File: src/logic/scpw_regs.svh
// Purpose: Register offsets, field positions, reset values and timing counts of the modulator.
// Assumes: AXI4-Lite byte addresses, one 32-bit word per register.
// Notes: Definitions only.
`ifndef SCPW_REGS_SVH
`define SCPW_REGS_SVH
// ==========================================================================
// Register byte offsets
`define SCPW_OFF_CTL 8'h00
`define SCPW_OFF_CKS 8'h04
`define SCPW_OFF_PRDH 8'h08
`define SCPW_OFF_PRDL 8'h0c
`define SCPW_OFF_DUTYH0 8'h10
`define SCPW_OFF_DUTYL0 8'h14
`define SCPW_OFF_STAT 8'h40
`define SCPW_OFF_CLR 8'h44
`define SCPW_OFF_IEN 8'h48
`define SCPW_OFF_PINSEL 8'h4c
// ==========================================================================
// Field positions
`define SCPW_CTL_EN_BIT 7
`define SCPW_CTL_OM_LSB 4
`define SCPW_CTL_DZ_LSB 0
`define SCPW_CKS_LSB 4
`define SCPW_STAT_PEND_BIT 0
// ==========================================================================
// Reset values
`define SCPW_PRD_RST 16'hffff
`define SCPW_DUTY_RST 16'h8000
// ==========================================================================
// Timing: fast oscillator and its double, given in MHz; system clock 40 MHz.
`define SCPW_SYS_MHZ 40
`define SCPW_FAST_INTERNAL_RC_OSC_MHZ 16
`define SCPW_FIRC2_MHZ 32
`define SCPW_ACC_W 6
`endif

File: src/logic/scpw_pkg.sv
// Purpose: Types shared by the six-channel modulator.
// Assumes: Nothing beyond the register header.
// Notes: Holds types only.
`default_nettype none
package scpw_pkg;
  typedef enum logic [1:0] {
    SCPW_MODE0 = 2'b00,
    SCPW_MODE1 = 2'b01,
    SCPW_MODE2 = 2'b10,
    SCPW_MODE3 = 2'b11
  } scpw_mode_t;
  typedef struct packed {
    logic ch0_positive_output;
    logic ch0_negative_output;
    logic [4:0] single_channel_output;
  } scpw_pins_t;
endpackage
`default_nettype wire

File: src/logic/scpw_top.sv
// Purpose: Six-channel 16-bit modulator with non-overlap pair on channel 0, AXI4-Lite slave.
// Assumes: aclk at 40 MHz; oscillator rates reached by fractional enables on aclk.
// Notes: The 16 MHz and 32 MHz sources are approximated by a phase accumulator, so their edges jitter.
// Functional notes
// [RULE1] Six duty words, one shared period word.
// [RULE2] Clock from system, 16 MHz or 32 MHz.
// [RULE3] Full 16-bit compares, 65536 duty steps.
// [RULE4] High byte direct, low byte via buffer.
// [RULE5] High write commits both; high read latches.
// [RULE6] Software writes low first, reads high first.
// [RULE7] Enable clear holds all channels cleared; the code drives the inverted channel 0 pins high in Mode1 to Mode3.
// [RULE8] Output drops low when counter equals duty.
// [RULE9] New period and duty apply immediately.
// [RULE10] One shared flag set at period end.
// [RULE11] Only channel 0 has complementary non-overlap pair.
// [RULE12] Four output modes, Mode0 after reset.
// [RULE13] Non-overlap 0 to 15 modulator clocks.
// [RULE14] Channels 1-5 reach pins only when selected.
// [RULE15] Flag set at rollover, cleared by software.
// [RULE16] Mode field 00..11 selects Mode0..Mode3.
// [RULE17] Select 0x system, 10 16 MHz, 11 32 MHz.
// [RULE18] Counter runs zero to period; outputs high at start.
// [RULE19] Mode0: positive follows, negative complements, rises delayed.
//
// Added by the designer: the AXI4-Lite slave port and the placing of the registers.
`timescale 1ns/1ps
`default_nettype none
`include "scpw_regs.svh"
module scpw_top (
  input wire logic aclk,
  input wire logic aresetn,
  input wire logic [7:0] s_axi_awaddr,
  input wire logic s_axi_awvalid,
  output logic s_axi_awready,
  input wire logic [31:0] s_axi_wdata,
  input wire logic [3:0] s_axi_wstrb,
  input wire logic s_axi_wvalid,
  output logic s_axi_wready,
  output logic [1:0] s_axi_bresp,
  output logic s_axi_bvalid,
  input wire logic s_axi_bready,
  input wire logic [7:0] s_axi_araddr,
  input wire logic s_axi_arvalid,
  output logic s_axi_arready,
  output logic [31:0] s_axi_rdata,
  output logic [1:0] s_axi_rresp,
  output logic s_axi_rvalid,
  input wire logic s_axi_rready,
  output scpw_pkg::scpw_pins_t pins,
  output logic irq
);
  import scpw_pkg::*;
  // ========================================================================
  // Register state
  logic [15:0] shared_period_word;
  logic [15:0] duty_reg [6];
  logic [7:0] hold_reg;
  logic modulator_run_enable;
  scpw_mode_t ch0_output_mode_sel;
  logic [3:0] ch0_nonoverlap_width;
  logic [1:0] modulator_clock_select;
  logic period_end_flag;
  logic irq_en_reg;
  logic [4:0] pin_sel_reg;
  logic [15:0] base_cnt_reg;
  logic [`SCPW_ACC_W-1:0] acc_reg;
  logic tick;
  logic wrap;
  // ========================================================================
  // AXI4-Lite write path: address and data are held until both are present.
  logic aw_full, w_full;
  logic [7:0] aw_addr;
  logic [31:0] w_data;
  logic [3:0] w_strb;
  logic do_wr;
  assign s_axi_awready = !aw_full;
  assign s_axi_wready = !w_full;
  assign do_wr = aw_full && w_full && !s_axi_bvalid;
  assign s_axi_bresp = 2'b00;
  // Capture channel payloads independently so either order is accepted.
  always_ff @(posedge aclk) begin
    if (!aresetn) begin
      aw_full <= 1'b0;
      w_full <= 1'b0;
      aw_addr <= 8'h00;
      w_data <= 32'h0000_0000;
      w_strb <= 4'h0;
      s_axi_bvalid <= 1'b0;
    end else begin
      if (s_axi_awvalid && !aw_full) begin
        aw_full <= 1'b1;
        aw_addr <= s_axi_awaddr;
      end
      if (s_axi_wvalid && !w_full) begin
        w_full <= 1'b1;
        w_data <= s_axi_wdata;
        w_strb <= s_axi_wstrb;
      end
      if (do_wr) begin
        aw_full <= 1'b0;
        w_full <= 1'b0;
        s_axi_bvalid <= 1'b1;
      end else if (s_axi_bready) begin
        s_axi_bvalid <= 1'b0;
      end
    end
  end
  // Decode of the committed write; unmapped offsets are accepted and ignored.
  logic wr_lane0;
  logic [7:0] wb;
  assign wr_lane0 = do_wr && w_strb[0];
  assign wb = w_data[7:0];
  // Control fields written by software.
  always_ff @(posedge aclk) begin
    if (!aresetn) begin
      modulator_run_enable <= 1'b0;
      ch0_output_mode_sel <= SCPW_MODE0; // RULE12
      ch0_nonoverlap_width <= 4'h0;
      modulator_clock_select <= 2'b00;
      irq_en_reg <= 1'b0;
      pin_sel_reg <= 5'h00;
    end else if (wr_lane0) begin
      case (aw_addr)
        `SCPW_OFF_CTL: begin
          modulator_run_enable <= wb[`SCPW_CTL_EN_BIT];
          ch0_output_mode_sel <= scpw_mode_t'(wb[`SCPW_CTL_OM_LSB +: 2]); // RULE16
          ch0_nonoverlap_width <= wb[`SCPW_CTL_DZ_LSB +: 4]; // RULE13
        end
        `SCPW_OFF_CKS: modulator_clock_select <= wb[`SCPW_CKS_LSB +: 2];
        `SCPW_OFF_IEN: irq_en_reg <= wb[`SCPW_STAT_PEND_BIT];
        `SCPW_OFF_PINSEL: pin_sel_reg <= wb[4:0];
        default: ;
      endcase
    end
  end
  // Byte-buffered words: low writes go to the holding buffer, high writes commit.
  // The same buffer is loaded by high-byte reads, so it is shared in both directions.
  logic [2:0] rd_idx;
  logic rd_hi_prd, rd_hi_duty;
  logic rd_go;
  always_ff @(posedge aclk) begin
    if (!aresetn) begin
      hold_reg <= 8'h00;
      shared_period_word <= `SCPW_PRD_RST;
      for (int i = 0; i < 6; i++) begin
        duty_reg[i] <= `SCPW_DUTY_RST;
      end
    end else begin
      if (rd_go && rd_hi_prd) begin
        hold_reg <= shared_period_word[7:0]; // RULE5
      end else if (rd_go && rd_hi_duty) begin
        hold_reg <= duty_reg[rd_idx][7:0]; // RULE5
      end
      if (wr_lane0) begin
        if (aw_addr == `SCPW_OFF_PRDL) begin
          hold_reg <= wb; // RULE4
        end else if (aw_addr == `SCPW_OFF_PRDH) begin
          shared_period_word <= {wb, hold_reg}; // RULE5 RULE9
        end
        for (int i = 0; i < 6; i++) begin
          if (aw_addr == 8'(`SCPW_OFF_DUTYL0 + 8 * i)) begin
            hold_reg <= wb; // RULE4
          end
          if (aw_addr == 8'(`SCPW_OFF_DUTYH0 + 8 * i)) begin
            duty_reg[i] <= {wb, hold_reg}; // RULE1 RULE5 RULE9
          end
        end
      end
    end
  end
  // ========================================================================
  // AXI4-Lite read path: one cycle from address to data.
  assign s_axi_arready = !s_axi_rvalid;
  assign rd_go = s_axi_arvalid && !s_axi_rvalid;
  assign s_axi_rresp = 2'b00;
  assign rd_hi_prd = (s_axi_araddr == `SCPW_OFF_PRDH);
  always_comb begin
    rd_hi_duty = 1'b0;
    rd_idx = 3'd0;
    for (int i = 0; i < 6; i++) begin
      if (s_axi_araddr == 8'(`SCPW_OFF_DUTYH0 + 8 * i)) begin
        rd_hi_duty = 1'b1;
        rd_idx = 3'(i);
      end
    end
  end
  // Read mux; low-byte reads return the buffer, unmapped offsets read zero.
  logic [31:0] rd_mux;
  always_comb begin
    rd_mux = 32'h0000_0000;
    case (s_axi_araddr)
      `SCPW_OFF_CTL: rd_mux = {24'h0, modulator_run_enable, 1'b0, ch0_output_mode_sel,
                               ch0_nonoverlap_width};
      `SCPW_OFF_CKS: rd_mux = {26'h0, modulator_clock_select, 4'h0};
      `SCPW_OFF_PRDH: rd_mux = {24'h0, shared_period_word[15:8]};
      `SCPW_OFF_PRDL: rd_mux = {24'h0, hold_reg}; // RULE4
      `SCPW_OFF_STAT: rd_mux = {31'h0, period_end_flag};
      `SCPW_OFF_IEN: rd_mux = {31'h0, irq_en_reg};
      `SCPW_OFF_PINSEL: rd_mux = {27'h0, pin_sel_reg};
      default: begin
        if (rd_hi_duty) begin
          rd_mux = {24'h0, duty_reg[rd_idx][15:8]};
        end
        for (int i = 0; i < 6; i++) begin
          if (s_axi_araddr == 8'(`SCPW_OFF_DUTYL0 + 8 * i)) begin
            rd_mux = {24'h0, hold_reg}; // RULE4
          end
        end
      end
    endcase
  end
  // Read data register and valid handshake.
  always_ff @(posedge aclk) begin
    if (!aresetn) begin
      s_axi_rvalid <= 1'b0;
      s_axi_rdata <= 32'h0000_0000;
    end else if (rd_go) begin
      s_axi_rvalid <= 1'b1;
      s_axi_rdata <= rd_mux;
    end else if (s_axi_rready) begin
      s_axi_rvalid <= 1'b0;
    end
  end
  // ========================================================================
  // Modulator clock enable. A phase accumulator adds the selected rate each
  // aclk; an overflow is one modulator tick. System clock ticks every cycle.
  logic [`SCPW_ACC_W-1:0] step;
  logic [`SCPW_ACC_W:0] acc_sum;
  always_comb begin
    case (modulator_clock_select)
      2'b10: step = `SCPW_ACC_W'(`SCPW_FAST_INTERNAL_RC_OSC_MHZ); // RULE17
      2'b11: step = `SCPW_ACC_W'(`SCPW_FIRC2_MHZ); // RULE17
      default: step = `SCPW_ACC_W'(`SCPW_SYS_MHZ); // RULE17
    endcase
  end
  assign acc_sum = {1'b0, acc_reg} + {1'b0, step};
  assign tick = (acc_sum >= (`SCPW_ACC_W + 1)'(`SCPW_SYS_MHZ)); // RULE2
  // Accumulator keeps the fractional phase of the selected source.
  always_ff @(posedge aclk) begin
    if (!aresetn) begin
      acc_reg <= '0;
    end else if (tick) begin
      acc_reg <= `SCPW_ACC_W'(acc_sum - (`SCPW_ACC_W + 1)'(`SCPW_SYS_MHZ));
    end else begin
      acc_reg <= acc_sum[`SCPW_ACC_W-1:0];
    end
  end
  // ========================================================================
  // Base counter from zero to period; a shortened period wraps at once.
  assign wrap = tick && (base_cnt_reg >= shared_period_word); // RULE3 RULE9
  always_ff @(posedge aclk) begin
    if (!aresetn || !modulator_run_enable) begin
      base_cnt_reg <= 16'h0000; // RULE7
    end else if (wrap) begin
      base_cnt_reg <= 16'h0000; // RULE18
    end else if (tick) begin
      base_cnt_reg <= base_cnt_reg + 16'h0001; // RULE18
    end
  end
  // Channel waveforms: high at period start, low on duty match.
  logic [5:0] wave_reg;
  always_ff @(posedge aclk) begin
    if (!aresetn || !modulator_run_enable) begin
      wave_reg <= 6'h00; // RULE7
    end else begin
      for (int i = 0; i < 6; i++) begin
        if (base_cnt_reg == duty_reg[i]) begin
          wave_reg[i] <= 1'b0; // RULE8 RULE3
        end else if (base_cnt_reg == 16'h0000) begin
          wave_reg[i] <= 1'b1; // RULE18
        end
      end
    end
  end
  // Period-end flag; hardware set wins over a software clear.
  logic clr_hit;
  assign clr_hit = wr_lane0 && (aw_addr == `SCPW_OFF_CLR) && wb[`SCPW_STAT_PEND_BIT];
  always_ff @(posedge aclk) begin
    if (!aresetn) begin
      period_end_flag <= 1'b0;
    end else if (wrap && modulator_run_enable) begin
      period_end_flag <= 1'b1; // RULE10 RULE15
    end else if (clr_hit) begin
      period_end_flag <= 1'b0; // RULE15
    end
  end
  assign irq = period_end_flag && irq_en_reg;
  // ========================================================================
  // Channel 0 non-overlap: each rising edge of either side waits Tnov ticks.
  logic [3:0] nov_cnt_reg;
  logic w0_prev;
  logic p_raw, n_raw, p_out, n_out;
  always_ff @(posedge aclk) begin
    if (!aresetn || !modulator_run_enable) begin
      nov_cnt_reg <= 4'h0;
      w0_prev <= 1'b0;
    end else begin
      w0_prev <= wave_reg[0];
      if (wave_reg[0] != w0_prev) begin
        nov_cnt_reg <= (tick && ch0_nonoverlap_width != 4'h0) ?
          ch0_nonoverlap_width - 4'h1 : ch0_nonoverlap_width; // RULE13
      end else if (tick && nov_cnt_reg != 4'h0) begin
        nov_cnt_reg <= nov_cnt_reg - 4'h1;
      end
    end
  end
  // Mode0 pair; other modes invert one or both sides, dead time kept.
  logic busy;
  assign busy = (nov_cnt_reg != 4'h0) || (wave_reg[0] != w0_prev && ch0_nonoverlap_width != 4'h0);
  assign p_raw = wave_reg[0] && !busy; // RULE19 RULE11
  assign n_raw = !wave_reg[0] && !busy && modulator_run_enable; // RULE19
  always_comb begin
    case (ch0_output_mode_sel)
      SCPW_MODE0: begin p_out = p_raw; n_out = n_raw; end // RULE12
      SCPW_MODE1: begin p_out = !p_raw; n_out = !n_raw; end
      SCPW_MODE2: begin p_out = p_raw; n_out = !n_raw; end
      SCPW_MODE3: begin p_out = !p_raw; n_out = n_raw; end
      default: begin p_out = p_raw; n_out = n_raw; end
    endcase
  end
  // Output pins registered; single outputs gated by the pin-function select.
  always_ff @(posedge aclk) begin
    if (!aresetn) begin
      pins <= '0;
    end else begin
      pins.ch0_positive_output <= p_out;
      pins.ch0_negative_output <= n_out;
      pins.single_channel_output <= wave_reg[5:1] & pin_sel_reg; // RULE14 RULE11
    end
  end
  // ========================================================================
  // Checks.
  property p_stop_clears;
    @(posedge aclk) disable iff (!aresetn) !modulator_run_enable |=> base_cnt_reg == 16'h0000;
  endproperty
  a_stop_clears: assert property (p_stop_clears) else $error("counter not held"); // RULE7
  property p_match_low;
    @(posedge aclk) disable iff (!aresetn)
      modulator_run_enable && base_cnt_reg == duty_reg[1] ##1 modulator_run_enable
      |-> !wave_reg[1];
  endproperty
  a_match_low: assert property (p_match_low) else $error("no low on match"); // RULE8
  property p_flag_set;
    @(posedge aclk) disable iff (!aresetn) wrap && modulator_run_enable |=> period_end_flag;
  endproperty
  a_flag_set: assert property (p_flag_set) else $error("flag not set"); // RULE10
  property p_flag_clr;
    @(posedge aclk) disable iff (!aresetn) clr_hit && !wrap |=> !period_end_flag;
  endproperty
  a_flag_clr: assert property (p_flag_clr) else $error("flag not cleared"); // RULE15
  property p_hi_commit;
    @(posedge aclk) disable iff (!aresetn)
      wr_lane0 && aw_addr == `SCPW_OFF_PRDH |=> shared_period_word == {$past(wb), $past(hold_reg)};
  endproperty
  a_hi_commit: assert property (p_hi_commit) else $error("period not committed"); // RULE5
  property p_sys_tick;
    @(posedge aclk) disable iff (!aresetn) modulator_clock_select[1] == 1'b0 |-> tick;
  endproperty
  a_sys_tick: assert property (p_sys_tick) else $error("system rate lost"); // RULE17
  property p_pin_gate;
    @(posedge aclk) disable iff (!aresetn) !pin_sel_reg[0] |=> !pins.single_channel_output[0];
  endproperty
  a_pin_gate: assert property (p_pin_gate) else $error("pin not gated"); // RULE14
  property p_no_overlap;
    @(posedge aclk) disable iff (!aresetn) ch0_output_mode_sel == SCPW_MODE0
      |=> !(pins.ch0_positive_output && pins.ch0_negative_output);
  endproperty
  a_no_overlap: assert property (p_no_overlap) else $error("pair overlaps"); // RULE19
endmodule
`default_nettype wire

File: config.mk
export PLATFORM = sky130hd
export DESIGN_NAME = scpw_top
export DESIGN_NICKNAME = d
export VERILOG_FILES = /design/src/logic/scpw_pkg.sv /design/src/logic/scpw_top.sv
export VERILOG_INCLUDE_DIRS = /design/src /design/src/logic
export SDC_FILE = /design/constraint.sdc
export NUM_CORES = 1
export LEC_CHECK = 0
export ABC_AREA = 0
export CAP_MARGIN = 10
export CORE_UTILIZATION = 61
export CTS_BUF_LIST = sky130_fd_sc_hd__clkbuf_16
export DETAILED_ROUTE_END_ITERATION = 12
export DONT_BUFFER_PORTS = 1
export PLACE_DENSITY_LB_ADDON = 0.25
export SYNTH_ARGS = -nofsm -noshare
export SYNTH_HDL_FRONTEND = slang
export SYNTH_SLANG_ARGS = --single-unit
File: constraint.sdc
create_clock -name aclk -period 3.7 [get_ports aclk]
set_input_delay 0.37 -clock aclk [delete_from_list [all_inputs] [get_ports aclk]]
set_output_delay 0.37 -clock aclk [all_outputs]
set_load 0.05 [all_outputs]
==> run_results.csv <==
group,metric,value,unit
sta,slew_headroom,38.0,%
run_status,status,"completed",
sta,hold_viol,0,
sta,finClkSkew,23.2,ps
sta,setup_violations,0,
detailed_routing,wl_met1,12.5,mm
floorplan,rows,49,
layout,largest_register_ff_count,96,
floorplan,die_y,137,um
logic_synthesis,synth-main-ff-cell,"dfxtp_1",
detailed_routing,wl_met2,13.6,mm
pwr,seqPwrFrac,47.2,%
layout,seq_area,5000,um^2
global_routing,antenna_found_initial,0,
logic_synthesis,synth_edf_count,96,
global_routing,grt_pass1_vias,8004,
detailed_routing,drc,0,
floorplan,design.core.area,17900,um^2
layout,stdcell_count,1337,
detailed_routing,dr.pass1.iters,5,
placed_design,portBuffers,0,
layout,diodes,0,
sta,fin_crit_sh,82.4,%
layout,drive_gt1_share,6.59,%
run,drv_cap,0,
setup_path,cp_slowest_stage_delay,520,ps
setup_path,critPathCaptureType,"flip-flop",
global_routing,grtUsageTotal,34.7,%
global_routing,grt_first_pass_wirelength,47.7,mm
clock_tree,clkTransAtPathRegs,60,ps
pwr,pwr-share-comb,10.1,%
pwr,clockPowerShare,42.6,%
clock_tree,cts_buffer_depth,3,
logic_synthesis,synthTopCellsByArea,"edfxtp_1 (26%), dfxtp_1 (19%), xnor2_1 (8.7%), mux2i_1 (5.8%), and2_1 (5.3%)",
setup_path,reg2reg_slack,650,ps
layout,fin_nets,1180,
setup_path,crit_type,"flip-flop to flip-flop",
logic_synthesis,yosysUniqueCellTypes,66,
layout,mostFrequentLayoutCell,"xnor2_1",
logic_synthesis,syn_area,11100,um^2
sta,fmax,0.328,GHz
setup_path,crit_chain,"inv_1 -> ha_1 -> fa_1 -> inv_1 -> ha_1 -> nor2b_1 -> o21ai_0 -> a211oi_2 -> buf_4 -> nor4b_1 -> xnor2_1 -> nor2_1",
floorplan,start_util,62.1,%
clock_tree,cts.sinks,202,
logic_synthesis,synth_cells,1121,
pwr,power.density,445,nW/um^2
detailed_routing,highest_layer,"met4",
logic_synthesis,synth_seq_cells,202,
detailed_routing,vias_per_cell,6.38,
global_routing,grt-ovfl-total,0,
layout,fillerInstances,1401,
clock_tree,postCtsSetupRepairBufs,0,
logic_synthesis,postSynthAreaPerCell,9.92,um^2
layout,mostFrequentLayoutCells,"xnor2_1 (111), dfxtp_1 (106), edfxtp_1 (96)",
sta,period_minus_slack,3050,ps
clock_tree,cts_tree,"yes",
pwr,leakage,4.46,nW
layout,area_delta_synth_final,7.33,%
detailed_routing,wl_per_cell,23.7,um
logic_synthesis,synth_top_cell_area_share,25.9,%
setup_path,path_buf_inv,3,
min_path,hold_class,"input port to flip-flop",
pwr,peakVddDrop,0.376,mV
detailed_routing,dr_wl_met3,4.22,mm
placed_design,dp.cells,1292,
sta,setup_ws,653,ps
setup_path,critPathArrivalTime,3420,ps
setup_path,slowest_stage,"fa_1",
logic_synthesis,yosys_warnings,0,
detailed_routing,ant_nets,0,
sta,tightest_slew,929,ps
logic_synthesis,synthArstFlopShare,0,%
sta,slew_viol_final,0,
floorplan,die-area,18800,um^2
pwr,p_sw,0.00138,W
floorplan,die_x,137,um
pwr,p_int,0.00393,W
setup_path,cp_top_family,"adder cells",
placed_design,hpwlAfterDp,21.4,mm
placed_design,pre_cts_ws,689,ps
clock_tree,clkLatencyLatePin,520,ps
setup_path,required,4080,ps
clock_tree,htreeDepth,1,
global_routing,grt_max_degree,65,
sta,rsz0062_at_grt,"no",
clock_tree,cts_buffers,22,
logic_synthesis,seq_area_frac_synth,45.0,%
detailed_routing,via_count,8525,
detailed_routing,drt_wl_total,31.7,mm
setup_path,critPathLaunchType,"flip-flop",
setup_path,cp_max_fo,14,
sta,fin_setup_tns,0,ps
layout,multi_input_area,5570,um^2
detailed_routing,drtIter0Drc,978,
pwr,swShare,25.9,%
clock_tree,postCtsHoldBufs,4,
logic_synthesis,synth_top_cell_by_area,"edfxtp_1",
floorplan,io_pins,108,
clock_tree,cts_resized,0,
clock_tree,root_buffer,"clkbuf_16",
placed_design,place.gp.congestion,1.03,
## final cells by class
class	instances	area share, %
Tap cell	229	2.40
Timing Repair Buffer	25	1.76
Clock inverter	17	1.40
Clock buffer	23	4.82
Inverter	34	1.07
Multi-Input combinational cell	807	46.6
Sequential cell	202	41.9
## final timing paths
| path | startpoint | endpoint | cells past startpoint |
|---|---|---|---|
| worst max-delay path | modulator_clock_select[1] | base_cnt_reg[15] | 12 |
| worst min-delay path | aresetn | aw_addr[6] | 1 |
| worst max register to register | modulator_clock_select[1] | base_cnt_reg[15] | 12 |
| worst min register to register | w_strb[0] | w_strb[0] | 2 |
## logic make-up (layout without fill, tap and decap cells)
| group | Yosys count | in the layout | share of synthesized area, % |
|---|---|---|---|
| and+or+nand+nor | 398 | 398 | 19.4 |
| DFF | 202 | 202 | 45.0 |
| AOI/OAI and AO/OA | 158 | 158 | 10.0 |
| buffers and inverters | 139 | 99 | 5.87 |
| xor gates and xnor gates | 120 | 120 | 9.45 |
| muxes | 74 | 74 | 6.86 |
| adders and majority gates | 29 | 29 | 3.33 |
| other | 1 | 28 | 0.0337 |
## synthesized netlist by cell type, drive strengths merged, types with 7 or more instances
library cell	n
xnor2	111
dfxtp	106
edfxtp	96
and2	95
nand2	73
clkbuf	66
mux2i	65
nor2	56
buf	39
inv	34
nand4	32
o21ai	31
ha	28
nor2b	28
nor3	27
nand3	25
o211ai	20
a21oi	18
nor4	13
a22o	12
a21boi	11
or3	11
xor2	9
a211oi	8
a2bb2oi	8
and3	8
mux2	8
o221ai	8
a31oi	7
nand2b	7
## layer usage
| layer | vias up | global-route usage, % |
|---|---|---|
| li1 | 3855 | - |
| met1 | 4002 | 46.6 |
| met2 | 579 | 52.0 |
| met3 | 89 | 9.56 |
| met4 | 0 | 15.6 |
| met5 | - | 0 |
## stage by stage
| stage | utilization [%] | cell area [um^2] | hold WS, ps | power, W |
|---|---|---|---|---|
| 5_1_grt | 66.7 | 11900 | -1.35 | 0.00546 |
| 3_3_place_gp | 62.2 | 11100 | 465 | 0.00305 |
| 2_1_floorplan | - | 11200 | 444 | 0.00298 |
| 4_1_cts | 66.6 | 11900 | 0.396 | 0.00531 |
| 6_report | 66.7 | 11900 | 7.31 | 0.00531 |
| 3_5_place_dp | 62.2 | 11100 | 464 | 0.00307 |
## power groups by stage
stage,logic [W],registers [W],clock network [W]
2_1_floorplan,0.000465,0.00251,0
3_3_place_gp,0.000503,0.00255,0
3_5_place_dp,0.000513,0.00255,0
4_1_cts,0.000529,0.00251,0.00227
5_1_grt,0.000589,0.00251,0.00236
6_report,0.000539,0.00251,0.00227
Note: power is estimated with default switching activity, not from simulation.
